--- config.mk ---
export PLATFORM = sky130hd
export DESIGN_NAME = sih_top
export DESIGN_NICKNAME = d
export VERILOG_FILES = /design/src/hw/sih_pkg.sv /design/src/hw/sih_sync.sv /design/src/hw/sih_top.sv
export VERILOG_INCLUDE_DIRS = /design/src /design/src/hw
export SDC_FILE = /design/constraint.sdc
export NUM_CORES = 1
export LEC_CHECK = 0
export BUFFER_PORTS_ARGS = -buffer_cell sky130_fd_sc_hd__buf_2
export CAP_MARGIN = 5
export CORE_UTILIZATION = 50
export CTS_CLUSTER_DIAMETER = 120
export CTS_CLUSTER_SIZE = 25
export DETAILED_ROUTE_END_ITERATION = 7
export PLACE_DENSITY = 0.73
export SETUP_SLACK_MARGIN = 0.05
export SLEW_MARGIN = 20
export SYNTH_ARGS = -nofsm -noshare
export SYNTH_HDL_FRONTEND = slang
export SYNTH_SLANG_ARGS = --single-unit
--- constraint.sdc ---
create_clock -name i_clk -period 4.55 [get_ports i_clk]
set_input_delay 0.91 -clock i_clk [delete_from_list [all_inputs] [get_ports i_clk]]
set_output_delay 0.91 -clock i_clk [all_outputs]
set_load 0.02 [all_outputs]
--- src/hw/sih_map.svh ---
// Register map, field positions and reset values of the status and interrupt block
// Function
// - Top summary bit reads 1 while any per-output pending bit is 1.
// - Global gate at 0 keeps the global flag at 0.
// - Global flag equals gate and any of top bits 7 to 2.
// - A general-purpose pin can be set to follow the global flag.
// - Boot-done flag clears on reset and sets when auto-configuration finishes.
// - Per-output pending is any latched bit together with its enable.
// - Phase-adjust busy shows live from trigger until adjustment completes.
// - Phase-adjust armed shows live while armed, clears on trigger.
// - Slow-divider edge latch sets on rising edge while its status enable is on; write 1 clears.
// - Slow-divider level bit tracks divider live, 0 means high, 1 low.
// - Restart latch sets when the output clock resumes; write 1 clears.
// - Halt latch sets when the output clock stops; write 1 clears.
// - Halt live bit reads 1 while stopped, 0 while running.
// - Three enables per output gate latched bits into the pending bit.
// - Halt bits may start undefined and settle to 0 once clocked.
// - Slow-divider status enable off forces the level bit low.
`ifndef SIH_MAP_SVH
`define SIH_MAP_SVH

`define SIH_ADDR_W 10
`define SIH_TOP_ADDR 10'h042
`define SIH_GLOB_ADDR 10'h043
`define SIH_SUM_ADDR 10'h045
`define SIH_PA_ADDR 10'h04d
`define SIH_OUT1_ADDR 10'h053
`define SIH_OUT2_ADDR 10'h054
`define SIH_OUT3_ADDR 10'h055

`define SIH_TOP_SUM_BIT 5
`define SIH_TOP_GATE_BIT 1
`define SIH_TOP_FLAG_BIT 0
`define SIH_TOP_SRC_HI 7
`define SIH_TOP_SRC_LO 2
`define SIH_GLOB_BOOT_BIT 7
`define SIH_PA_BUSY_BIT 1
`define SIH_PA_ARMED_BIT 0
`define SIH_PA_RSVD 8'h84

`define SIH_OS_SLOW_IE 7
`define SIH_OS_SLOW_LAT 6
`define SIH_OS_SLOW_LVL 5
`define SIH_OS_RESTART_IE 4
`define SIH_OS_RESTART_LAT 3
`define SIH_OS_HALT_IE 2
`define SIH_OS_HALT_LAT 1
`define SIH_OS_HALT_LIVE 0

`define SIH_BYTE_RST 8'h00
`define SIH_SYNC_RST 1'b0

`endif

--- src/hw/sih_pkg.sv ---
// Types shared by the status and interrupt block
package sih_pkg;

    typedef struct packed {
        logic wr;
        logic rd;
        logic [9:0] addr;
        logic [7:0] wdata;
    } sih_req_type;

    typedef struct packed {
        logic slow_ie;
        logic slow_lat;
        logic restart_ie;
        logic restart_lat;
        logic halt_ie;
        logic halt_lat;
    } sih_out_type;

endpackage

--- src/hw/sih_sync.sv ---
// Two-stage level synchroniser
`timescale 1ns/1ps
`default_nettype none
`include "sih_map.svh"
module sih_sync #(
    parameter int WIDTH = 1
) (
    input wire logic i_clk,
    input wire logic i_rst,
    input wire logic [WIDTH-1:0] i_async,
    output logic [WIDTH-1:0] o_sync
);
    logic [WIDTH-1:0] meta_q;

    always_ff @(posedge i_clk) begin
        if (i_rst) begin
            meta_q <= {WIDTH{`SIH_SYNC_RST}};
            o_sync <= {WIDTH{`SIH_SYNC_RST}};
        end else begin
            meta_q <= i_async;
            o_sync <= meta_q;
        end
    end
endmodule
`default_nettype wire

--- src/hw/sih_top.sv ---
// Status and interrupt hierarchy for three output clocks
`timescale 1ns/1ps
`default_nettype none
`include "sih_map.svh"
module sih_top #(
    parameter int N_OUT = 3
) (
    input wire logic i_clk,
    input wire logic i_rst,
    input wire sih_pkg::sih_req_type i_req,
    input wire logic [N_OUT-1:0] i_slow_div_clk,
    input wire logic [N_OUT-1:0] i_out_halted,
    input wire logic [N_OUT-1:0] i_slow_div_status_en,
    input wire logic i_boot_done,
    input wire logic i_pa_armed,
    input wire logic i_pa_busy,
    input wire logic i_gpio_follow_irq,
    output logic [7:0] o_reg_rdata,
    output logic o_irq_flag,
    output logic o_gpio_irq
);
    sih_pkg::sih_out_type [N_OUT-1:0] os_q;
    sih_pkg::sih_out_type [N_OUT-1:0] os_d;
    logic [N_OUT-1:0] slow_s;
    logic [N_OUT-1:0] halt_s;
    logic [N_OUT-1:0] slow_p_q;
    logic [N_OUT-1:0] halt_p_q;
    logic [N_OUT-1:0] slow_rise;
    logic [N_OUT-1:0] halt_rise;
    logic [N_OUT-1:0] halt_fall;
    logic [N_OUT-1:0] pend_q;
    logic [N_OUT-1:0] pend_d;
    logic gate_q;
    logic boot_done_q;
    logic pa_armed_q;
    logic pa_busy_q;
    logic [7:0] top_rd;
    logic [7:0] rdata;

    function automatic logic [7:0] out_byte(input sih_pkg::sih_out_type s, input logic lvl, input logic live);
        logic [7:0] b;
        b = `SIH_BYTE_RST;
        b[`SIH_OS_SLOW_IE] = s.slow_ie;
        b[`SIH_OS_SLOW_LAT] = s.slow_lat;
        b[`SIH_OS_SLOW_LVL] = lvl;
        b[`SIH_OS_RESTART_IE] = s.restart_ie;
        b[`SIH_OS_RESTART_LAT] = s.restart_lat;
        b[`SIH_OS_HALT_IE] = s.halt_ie;
        b[`SIH_OS_HALT_LAT] = s.halt_lat;
        b[`SIH_OS_HALT_LIVE] = live;
        return b;
    endfunction

    function automatic logic out_sel(input logic [9:0] addr, input int idx);
        return addr == `SIH_OUT1_ADDR + 10'(idx);
    endfunction

    // Output clock domain levels into the register clock
    sih_sync #(.WIDTH(2 * N_OUT)) u_sync (
        .i_clk(i_clk),
        .i_rst(i_rst),
        .i_async({i_slow_div_clk, i_out_halted}),
        .o_sync({slow_s, halt_s})
    );

    // Previous synchronised levels for edge detection
    always_ff @(posedge i_clk) begin
        if (i_rst) begin
            slow_p_q <= '0;
            halt_p_q <= '0;
        end else begin
            slow_p_q <= slow_s;
            halt_p_q <= halt_s;
        end
    end

    assign slow_rise = slow_s & ~slow_p_q & i_slow_div_status_en;
    assign halt_rise = halt_s & ~halt_p_q;
    assign halt_fall = ~halt_s & halt_p_q;

    // Per-output enables and latched bits
    always_comb begin
        os_d = os_q;
        for (int i = 0; i < N_OUT; i++) begin
            if (i_req.wr && out_sel(i_req.addr, i)) begin
                os_d[i].slow_ie = i_req.wdata[`SIH_OS_SLOW_IE];
                os_d[i].restart_ie = i_req.wdata[`SIH_OS_RESTART_IE];
                os_d[i].halt_ie = i_req.wdata[`SIH_OS_HALT_IE];
                os_d[i].slow_lat = os_q[i].slow_lat & ~i_req.wdata[`SIH_OS_SLOW_LAT];
                os_d[i].restart_lat = os_q[i].restart_lat & ~i_req.wdata[`SIH_OS_RESTART_LAT];
                os_d[i].halt_lat = os_q[i].halt_lat & ~i_req.wdata[`SIH_OS_HALT_LAT];
            end
            os_d[i].slow_lat = os_d[i].slow_lat | slow_rise[i];
            os_d[i].restart_lat = os_d[i].restart_lat | halt_fall[i];
            os_d[i].halt_lat = os_d[i].halt_lat | halt_rise[i];
        end
    end

    always_ff @(posedge i_clk) begin
        if (i_rst) begin
            os_q <= '0;
        end else begin
            os_q <= os_d;
        end
    end

    // Per-output pending summary
    always_comb begin
        for (int i = 0; i < N_OUT; i++) begin
            pend_d[i] = (os_q[i].slow_lat & os_q[i].slow_ie)
                | (os_q[i].restart_lat & os_q[i].restart_ie)
                | (os_q[i].halt_lat & os_q[i].halt_ie);
        end
    end

    always_ff @(posedge i_clk) begin
        if (i_rst) begin
            pend_q <= '0;
        end else begin
            pend_q <= pend_d;
        end
    end

    // Global gate
    always_ff @(posedge i_clk) begin
        if (i_rst) begin
            gate_q <= 1'b0;
        end else if (i_req.wr && i_req.addr == `SIH_TOP_ADDR) begin
            gate_q <= i_req.wdata[`SIH_TOP_GATE_BIT];
        end
    end

    // Top status view
    always_comb begin
        top_rd = `SIH_BYTE_RST;
        top_rd[`SIH_TOP_SUM_BIT] = |pend_q;
        top_rd[`SIH_TOP_GATE_BIT] = gate_q;
        top_rd[`SIH_TOP_FLAG_BIT] = o_irq_flag;
    end

    // Global flag and pin follower
    always_ff @(posedge i_clk) begin
        if (i_rst) begin
            o_irq_flag <= 1'b0;
        end else begin
            o_irq_flag <= gate_q & (|top_rd[`SIH_TOP_SRC_HI:`SIH_TOP_SRC_LO]);
        end
    end

    always_ff @(posedge i_clk) begin
        if (i_rst) begin
            o_gpio_irq <= 1'b0;
        end else begin
            o_gpio_irq <= i_gpio_follow_irq & o_irq_flag;
        end
    end

    // Boot-done flag
    always_ff @(posedge i_clk) begin
        if (i_rst) begin
            boot_done_q <= 1'b0;
        end else if (i_boot_done) begin
            boot_done_q <= 1'b1;
        end
    end

    // Live phase-adjust flags
    always_ff @(posedge i_clk) begin
        if (i_rst) begin
            pa_armed_q <= 1'b0;
            pa_busy_q <= 1'b0;
        end else begin
            pa_armed_q <= i_pa_armed;
            pa_busy_q <= i_pa_busy;
        end
    end

    // Read decode
    always_comb begin
        rdata = `SIH_BYTE_RST;
        case (i_req.addr)
            `SIH_TOP_ADDR: begin
                rdata = top_rd;
            end
            `SIH_GLOB_ADDR: begin
                rdata[`SIH_GLOB_BOOT_BIT] = boot_done_q;
            end
            `SIH_SUM_ADDR: begin
                rdata[N_OUT-1:0] = pend_q;
            end
            `SIH_PA_ADDR: begin
                rdata = `SIH_PA_RSVD;
                rdata[`SIH_PA_BUSY_BIT] = pa_busy_q;
                rdata[`SIH_PA_ARMED_BIT] = pa_armed_q;
            end
            default: begin
                for (int i = 0; i < N_OUT; i++) begin
                    if (out_sel(i_req.addr, i)) begin
                        rdata = out_byte(os_q[i], i_slow_div_status_en[i] & ~slow_s[i], halt_s[i]);
                    end
                end
            end
        endcase
    end

    always_ff @(posedge i_clk) begin
        if (i_rst) begin
            o_reg_rdata <= `SIH_BYTE_RST;
        end else if (i_req.rd) begin
            o_reg_rdata <= rdata;
        end
    end

    // Checks
    property p_gate_blocks;
        @(posedge i_clk) disable iff (i_rst)
        !gate_q |=> !o_irq_flag;
    endproperty
    a_gate_blocks: assert property (p_gate_blocks) else $error("flag set while gate off");

    property p_flag_cause;
        @(posedge i_clk) disable iff (i_rst)
        ##1 o_irq_flag == ($past(gate_q) && ($past(pend_q) != '0));
    endproperty
    a_flag_cause: assert property (p_flag_cause) else $error("flag does not match gate and sources");

    property p_summary;
        @(posedge i_clk) disable iff (i_rst)
        ##1 top_rd[`SIH_TOP_SUM_BIT] == $past(
            (os_q[0].slow_lat && os_q[0].slow_ie) || (os_q[0].restart_lat && os_q[0].restart_ie)
            || (os_q[0].halt_lat && os_q[0].halt_ie) || (os_q[1].slow_lat && os_q[1].slow_ie)
            || (os_q[1].restart_lat && os_q[1].restart_ie) || (os_q[1].halt_lat && os_q[1].halt_ie)
            || (os_q[2].slow_lat && os_q[2].slow_ie) || (os_q[2].restart_lat && os_q[2].restart_ie)
            || (os_q[2].halt_lat && os_q[2].halt_ie));
    endproperty
    a_summary: assert property (p_summary) else $error("summary bit wrong");

    property p_pending;
        @(posedge i_clk) disable iff (i_rst)
        (os_q[0].halt_lat && os_q[0].halt_ie) |=> pend_q[0];
    endproperty
    a_pending: assert property (p_pending) else $error("pending missed enabled halt");

    property p_no_pending;
        @(posedge i_clk) disable iff (i_rst)
        (os_q[1].slow_ie == 1'b0 && os_q[1].restart_ie == 1'b0 && os_q[1].halt_ie == 1'b0) |=> !pend_q[1];
    endproperty
    a_no_pending: assert property (p_no_pending) else $error("pending without enable");

    property p_halt_set;
        @(posedge i_clk) disable iff (i_rst)
        $rose(halt_s[0]) |=> os_q[0].halt_lat;
    endproperty
    a_halt_set: assert property (p_halt_set) else $error("halt latch not set");

    property p_restart_set;
        @(posedge i_clk) disable iff (i_rst)
        $fell(halt_s[2]) |=> os_q[2].restart_lat;
    endproperty
    a_restart_set: assert property (p_restart_set) else $error("restart latch not set");

    property p_slow_set;
        @(posedge i_clk) disable iff (i_rst)
        (slow_s[1] && !slow_p_q[1] && i_slow_div_status_en[1]) |=> os_q[1].slow_lat;
    endproperty
    a_slow_set: assert property (p_slow_set) else $error("slow edge latch not set");

    property p_set_wins;
        @(posedge i_clk) disable iff (i_rst)
        (halt_fall[0] && i_req.wr && i_req.addr == `SIH_OUT1_ADDR && i_req.wdata[`SIH_OS_RESTART_LAT])
            |=> os_q[0].restart_lat;
    endproperty
    a_set_wins: assert property (p_set_wins) else $error("event lost under clear");

    property p_boot_sticky;
        @(posedge i_clk) disable iff (i_rst)
        boot_done_q |=> boot_done_q;
    endproperty
    a_boot_sticky: assert property (p_boot_sticky) else $error("boot done dropped");

    property p_gpio_follow;
        @(posedge i_clk) disable iff (i_rst)
        i_gpio_follow_irq |=> o_gpio_irq == $past(o_irq_flag);
    endproperty
    a_gpio_follow: assert property (p_gpio_follow) else $error("pin does not follow flag");

    property p_sync_delay;
        @(posedge i_clk) disable iff (i_rst)
        ##2 halt_s[1] == $past(i_out_halted[1], 2);
    endproperty
    a_sync_delay: assert property (p_sync_delay) else $error("halt sync latency wrong");

    property p_busy_live;
        @(posedge i_clk) disable iff (i_rst)
        ##1 pa_busy_q == $past(i_pa_busy) && pa_armed_q == $past(i_pa_armed);
    endproperty
    a_busy_live: assert property (p_busy_live) else $error("phase flags not live");

    property p_level_off;
        @(posedge i_clk) disable iff (i_rst)
        (i_req.rd && i_req.addr == `SIH_OUT2_ADDR && !i_slow_div_status_en[1])
            |=> !o_reg_rdata[`SIH_OS_SLOW_LVL];
    endproperty
    a_level_off: assert property (p_level_off) else $error("level bit set while disabled");

    property p_level_live;
        @(posedge i_clk) disable iff (i_rst)
        (i_req.rd && i_req.addr == `SIH_OUT2_ADDR && i_slow_div_status_en[1])
            |=> o_reg_rdata[`SIH_OS_SLOW_LVL] == !$past(slow_s[1]);
    endproperty
    a_level_live: assert property (p_level_live) else $error("level bit not inverse of divider");

    property p_live_bit;
        @(posedge i_clk) disable iff (i_rst)
        (i_req.rd && i_req.addr == `SIH_OUT1_ADDR)
            |=> o_reg_rdata[`SIH_OS_HALT_LIVE] == $past(halt_s[0]);
    endproperty
    a_live_bit: assert property (p_live_bit) else $error("halt live bit wrong");

    property p_halt_clear;
        @(posedge i_clk) disable iff (i_rst)
        (i_req.wr && i_req.addr == `SIH_OUT1_ADDR && i_req.wdata[`SIH_OS_HALT_LAT] && !halt_rise[0])
            |=> !os_q[0].halt_lat;
    endproperty
    a_halt_clear: assert property (p_halt_clear) else $error("halt latch not cleared");

    property p_zero_keeps;
        @(posedge i_clk) disable iff (i_rst)
        (i_req.wr && i_req.addr == `SIH_OUT1_ADDR && !i_req.wdata[`SIH_OS_RESTART_LAT] && os_q[0].restart_lat)
            |=> os_q[0].restart_lat;
    endproperty
    a_zero_keeps: assert property (p_zero_keeps) else $error("zero write cleared latch");

    property p_pa_read;
        @(posedge i_clk) disable iff (i_rst)
        (i_req.rd && i_req.addr == `SIH_PA_ADDR)
            |=> (o_reg_rdata[`SIH_PA_BUSY_BIT] == $past(i_pa_busy, 2))
            && (o_reg_rdata[`SIH_PA_ARMED_BIT] == $past(i_pa_armed, 2));
    endproperty
    a_pa_read: assert property (p_pa_read) else $error("phase flags read wrong");

    property p_boot_clear;
        @(posedge i_clk) disable iff (i_rst)
        $fell(i_rst) |-> !boot_done_q;
    endproperty
    a_boot_clear: assert property (p_boot_clear) else $error("boot done survived reset");

    property p_gpio_off;
        @(posedge i_clk) disable iff (i_rst)
        !i_gpio_follow_irq |=> !o_gpio_irq;
    endproperty
    a_gpio_off: assert property (p_gpio_off) else $error("pin set while not following");

endmodule
`default_nettype wire

==> results.tsv <==
stage	metric	value	unit
run_status	status	finished clean	
power	PwrDens	309	mW/mm²
cells_and_area	# fillers	428	
place	GPL Wtd Cong	0.884	
yosys	post-synth top area share	0.464	
power	Net Sw Frac	0.235	
yosys	synth warn	0	
sta	Fin Setup TNS	0	ns
yosys	Syn Area/Cell	9.25	µm²
route	final WL	5.00	mm
clock_tree	hold buffers post-CTS	0	
worst_setup_path	WP data arrival	2.92	ns
power	Switch Pwr	187	µW
route	DRT iter0 DRCs	159	
cells_and_area	post-route cell area	0.00258	mm²
yosys	async set-or-reset flop fraction in the synthesized netlist	0	
route	number of remaining DRC errors	0	
place	dpl hpwl	3.57	mm
clock_tree	CTS root buf	clkbuf_8	
global_route	largest net degree at the start of global routing	56	
clock_tree	Post-CTS Setup Bufs	0	
place	I/O Buffers	42	
route	first-pass iteration count of the detailed router	4	
clock_tree	CTS tree	done	
power	sequential share of power	0.603	
cells_and_area	nets@finish	315	
die	I/O pins	45	
yosys	Post-Syn Area	0.00228	mm²
yosys	largest cells by area after synthesis	dfxtp_1 (46%), mux2i_1 (7.4%), nor2b_1 (5.5%), nor2_1 (3.5%), a21oi_1 (3.1%)	
place	DP Area	0.00250	mm²
route	antenna-violating nets left	0	
die	die height	69.6	µm
clock_tree	H-tree lvl count	2	
yosys	sequential area share after synthesis	0.464	
min_path	min-delay worst type	flop to flop	
clock_tree	Num CTS Buffers	5	
route	DR vias	1926	
power	Pint	610	µW
sta	post-layout min period	2.67	ns
yosys	post-synth cell types	44	
die	# rows	24	
clock_tree	CTS Buffer Depth	2	
worst_setup_path	Crit Path Category	primary input to flop	
yosys	number of synthesized flops with an enable pin	0	
sta	unrepaired setup endpoints after global routing	no	
die	die width	69.6	µm
clock_tree	Clock Latency Late Sink	0.30	ns
route	met2 WL post-DR	2.24	mm
global_route	initial antenna violation count	0	
sta	Slew Limit Fails	0	
clock_tree	Sink Count	53	
sta	final setup vio count	0	
power	Clock Power Share	0.310	
sta	relative slew slack	0.372	
route	DRT met1 WL	2.24	mm
route	highest routed layer	met4	
power	P_leak	0.00101	µW
route	Via density	5.78	
worst_setup_path	Critical Path End Type	flop	
worst_setup_path	largest fanout on the critical path	14	
worst_setup_path	WP data required	4.80	ns
power	peak supply drop	0.216	mV
yosys	#FFs+latches synth	53	
clock_tree	clock transition at the registers of the reported paths	0.09	ns
sta	Worst Tran Pin Value	0.942	ns
route	WL/cell	15.0	µm
worst_setup_path	crit path launch type	primary input	
global_route	number of global-route vias before repair	1710	
clock_tree	post-CTS sizing	0	
cells_and_area	commonest non-fill, non-tap cell in the layout	dfxtp_1	
yosys	dominant synthesized flop cell	dfxtp_1	
global_route	global-route wire length before repair	8.20	mm
die	full die area	0.00484	mm²
cells_and_area	P&R area growth vs syn	13.0	%
global_route	total track usage	0.217	
sta	clk_skew	0.00906	ns
sta	Final Cycle Share	0.586	
cells_and_area	Ant. Diodes	0	
yosys	syn_nets	282	
sta	Final Hold Fails	0	
global_route	Overflow after GRT	0	
die	initial core utilization	0.521	
route	WL met3	392	µm
die	core box area	0.00438	mm²
yosys	Syn Inst Count	247	
cells_and_area	layout cell share with drive strength beyond 1	0.206	
cells_and_area	most frequent cells in the layout	dfxtp_1 (53), buf_2 (42), nor2_1 (21), nor2b_1 (20), mux2i_1 (17)	
yosys	post-synth top area cell	dfxtp_1	
power	combinational power share	0.087	
sta	Fmax	0.375	GHz
job	Max-Cap Viols	0	
==> final timing paths <==
kind / cells past startpoint / endpoint / startpoint / slack (ns)
hold reg to reg: 1 / u_sync.o_sync[5] / u_sync.meta_q[5] / 0.44
setup / recovery: 5 / o_reg_rdata[0] / i_req[9] / 1.88
hold / removal: 1 / u_sync.o_sync[5] / u_sync.meta_q[5] / 0.44
setup reg to reg: 4 / o_reg_rdata[0] / u_sync.o_sync[1] / 3.03
==> cell type report <==
type | count | area, µm² | share of cell area
clock inverters | 2 | 10.0 | 0.00388
repair buffers | 42 | 210 | 0.0814
clock buffers | 6 | 72.6 | 0.0281
well taps | 52 | 65.1 | 0.0252
multi-input cells | 167 | 1120 | 0.434
flip-flops and latches | 53 | 1060 | 0.411
inverters | 11 | 41.3 | 0.0160
==> state kept, by name, summed over array words and instances, names as in the netlist <==
name and count:
pend_q 3, u_sync.meta_q 6, o_irq_flag 1, slow_p_q 3, pa_busy_q 1, pa_armed_q 1, boot_done_q 1, o_gpio_irq 1
gate_q 1, o_reg_rdata 8, os_q 18, halt_p_q 3, u_sync.o_sync 6
==> power by group through the flow <==
stage	sequential, µW	clock, µW	combinational [µW]
final	481	247	69.2
after global routing	483	276	76.1
after CTS	481	259	69.0
after detailed placement	492	0	68.9
after global placement	492	0	67.3
after floorplan	490	0	41.0
==> metal layers <==
| layer | vias up | GRT usage |
|---|---|---|
| li1 | 947 | - |
| met1 | 872 | 0.278 |
| met2 | 94 | 0.343 |
| met3 | 13 | 0.0538 |
| met4 | 0 | 0.102 |
| met5 | - | 0 |
==> metrics by stage <==
| stage | std cells | hold slack (ns) | util | worst slack [ns] | power [µW] |
|---|---|---|---|---|---|
| after floorplan | 247 | 0.414 | - | 2.04 | 531 |
| after global placement | 325 | 0.417 | 0.570 | 1.62 | 559 |
| after detailed placement | 325 | 0.420 | 0.570 | 1.59 | 561 |
| after CTS | 333 | 0.442 | 0.589 | 1.91 | 809 |
| after global routing | 333 | 0.463 | 0.589 | 1.84 | 835 |
| final | 333 | 0.441 | 0.589 | 1.88 | 797 |
==> kinds of logic (layout without fill, tap and decap cells) <==
group,Yosys count,after routing,share of synthesized area
AND/OR/NAND/NOR,103,103,0.270
multiplexers,19,19,0.0843
buffers and inverters,27,61,0.0449
flip-flops,53,53,0.464
AO/OA/AOI/OAI,45,45,0.136
==> cell usage after synthesis, types with 2 or more instances <==
master and n:
dfxtp_1 53, nor2_1 21, nor2b_1 20, mux2i_1 17
a21oi_1 14, clkbuf_1 12, nor3_1 12, inv_1 11
nand2_1 8, nand3_1 7, o21ai_0 7, nand2b_1 6
nor4_1 6, nand3b_1 4, a21o_1 3, a222oi_1 3
buf_1 3, o41ai_1 3, or3b_2 3, a211oi_1 2
a21bo_2 2, a2bb2oi_1 2, a31oi_1 2, mux2_2 2
nor3b_1 2, nor4_4 2, nor4b_1 2, or4_1 2
==> critical path, stage by stage <==
cell and delay [ns]:
buf_2 0.14, or4b_1 0.79, or4_1 0.50, a2111oi_1 0.43, a211o_1 0.14
(Power assumes the default switching activity.)
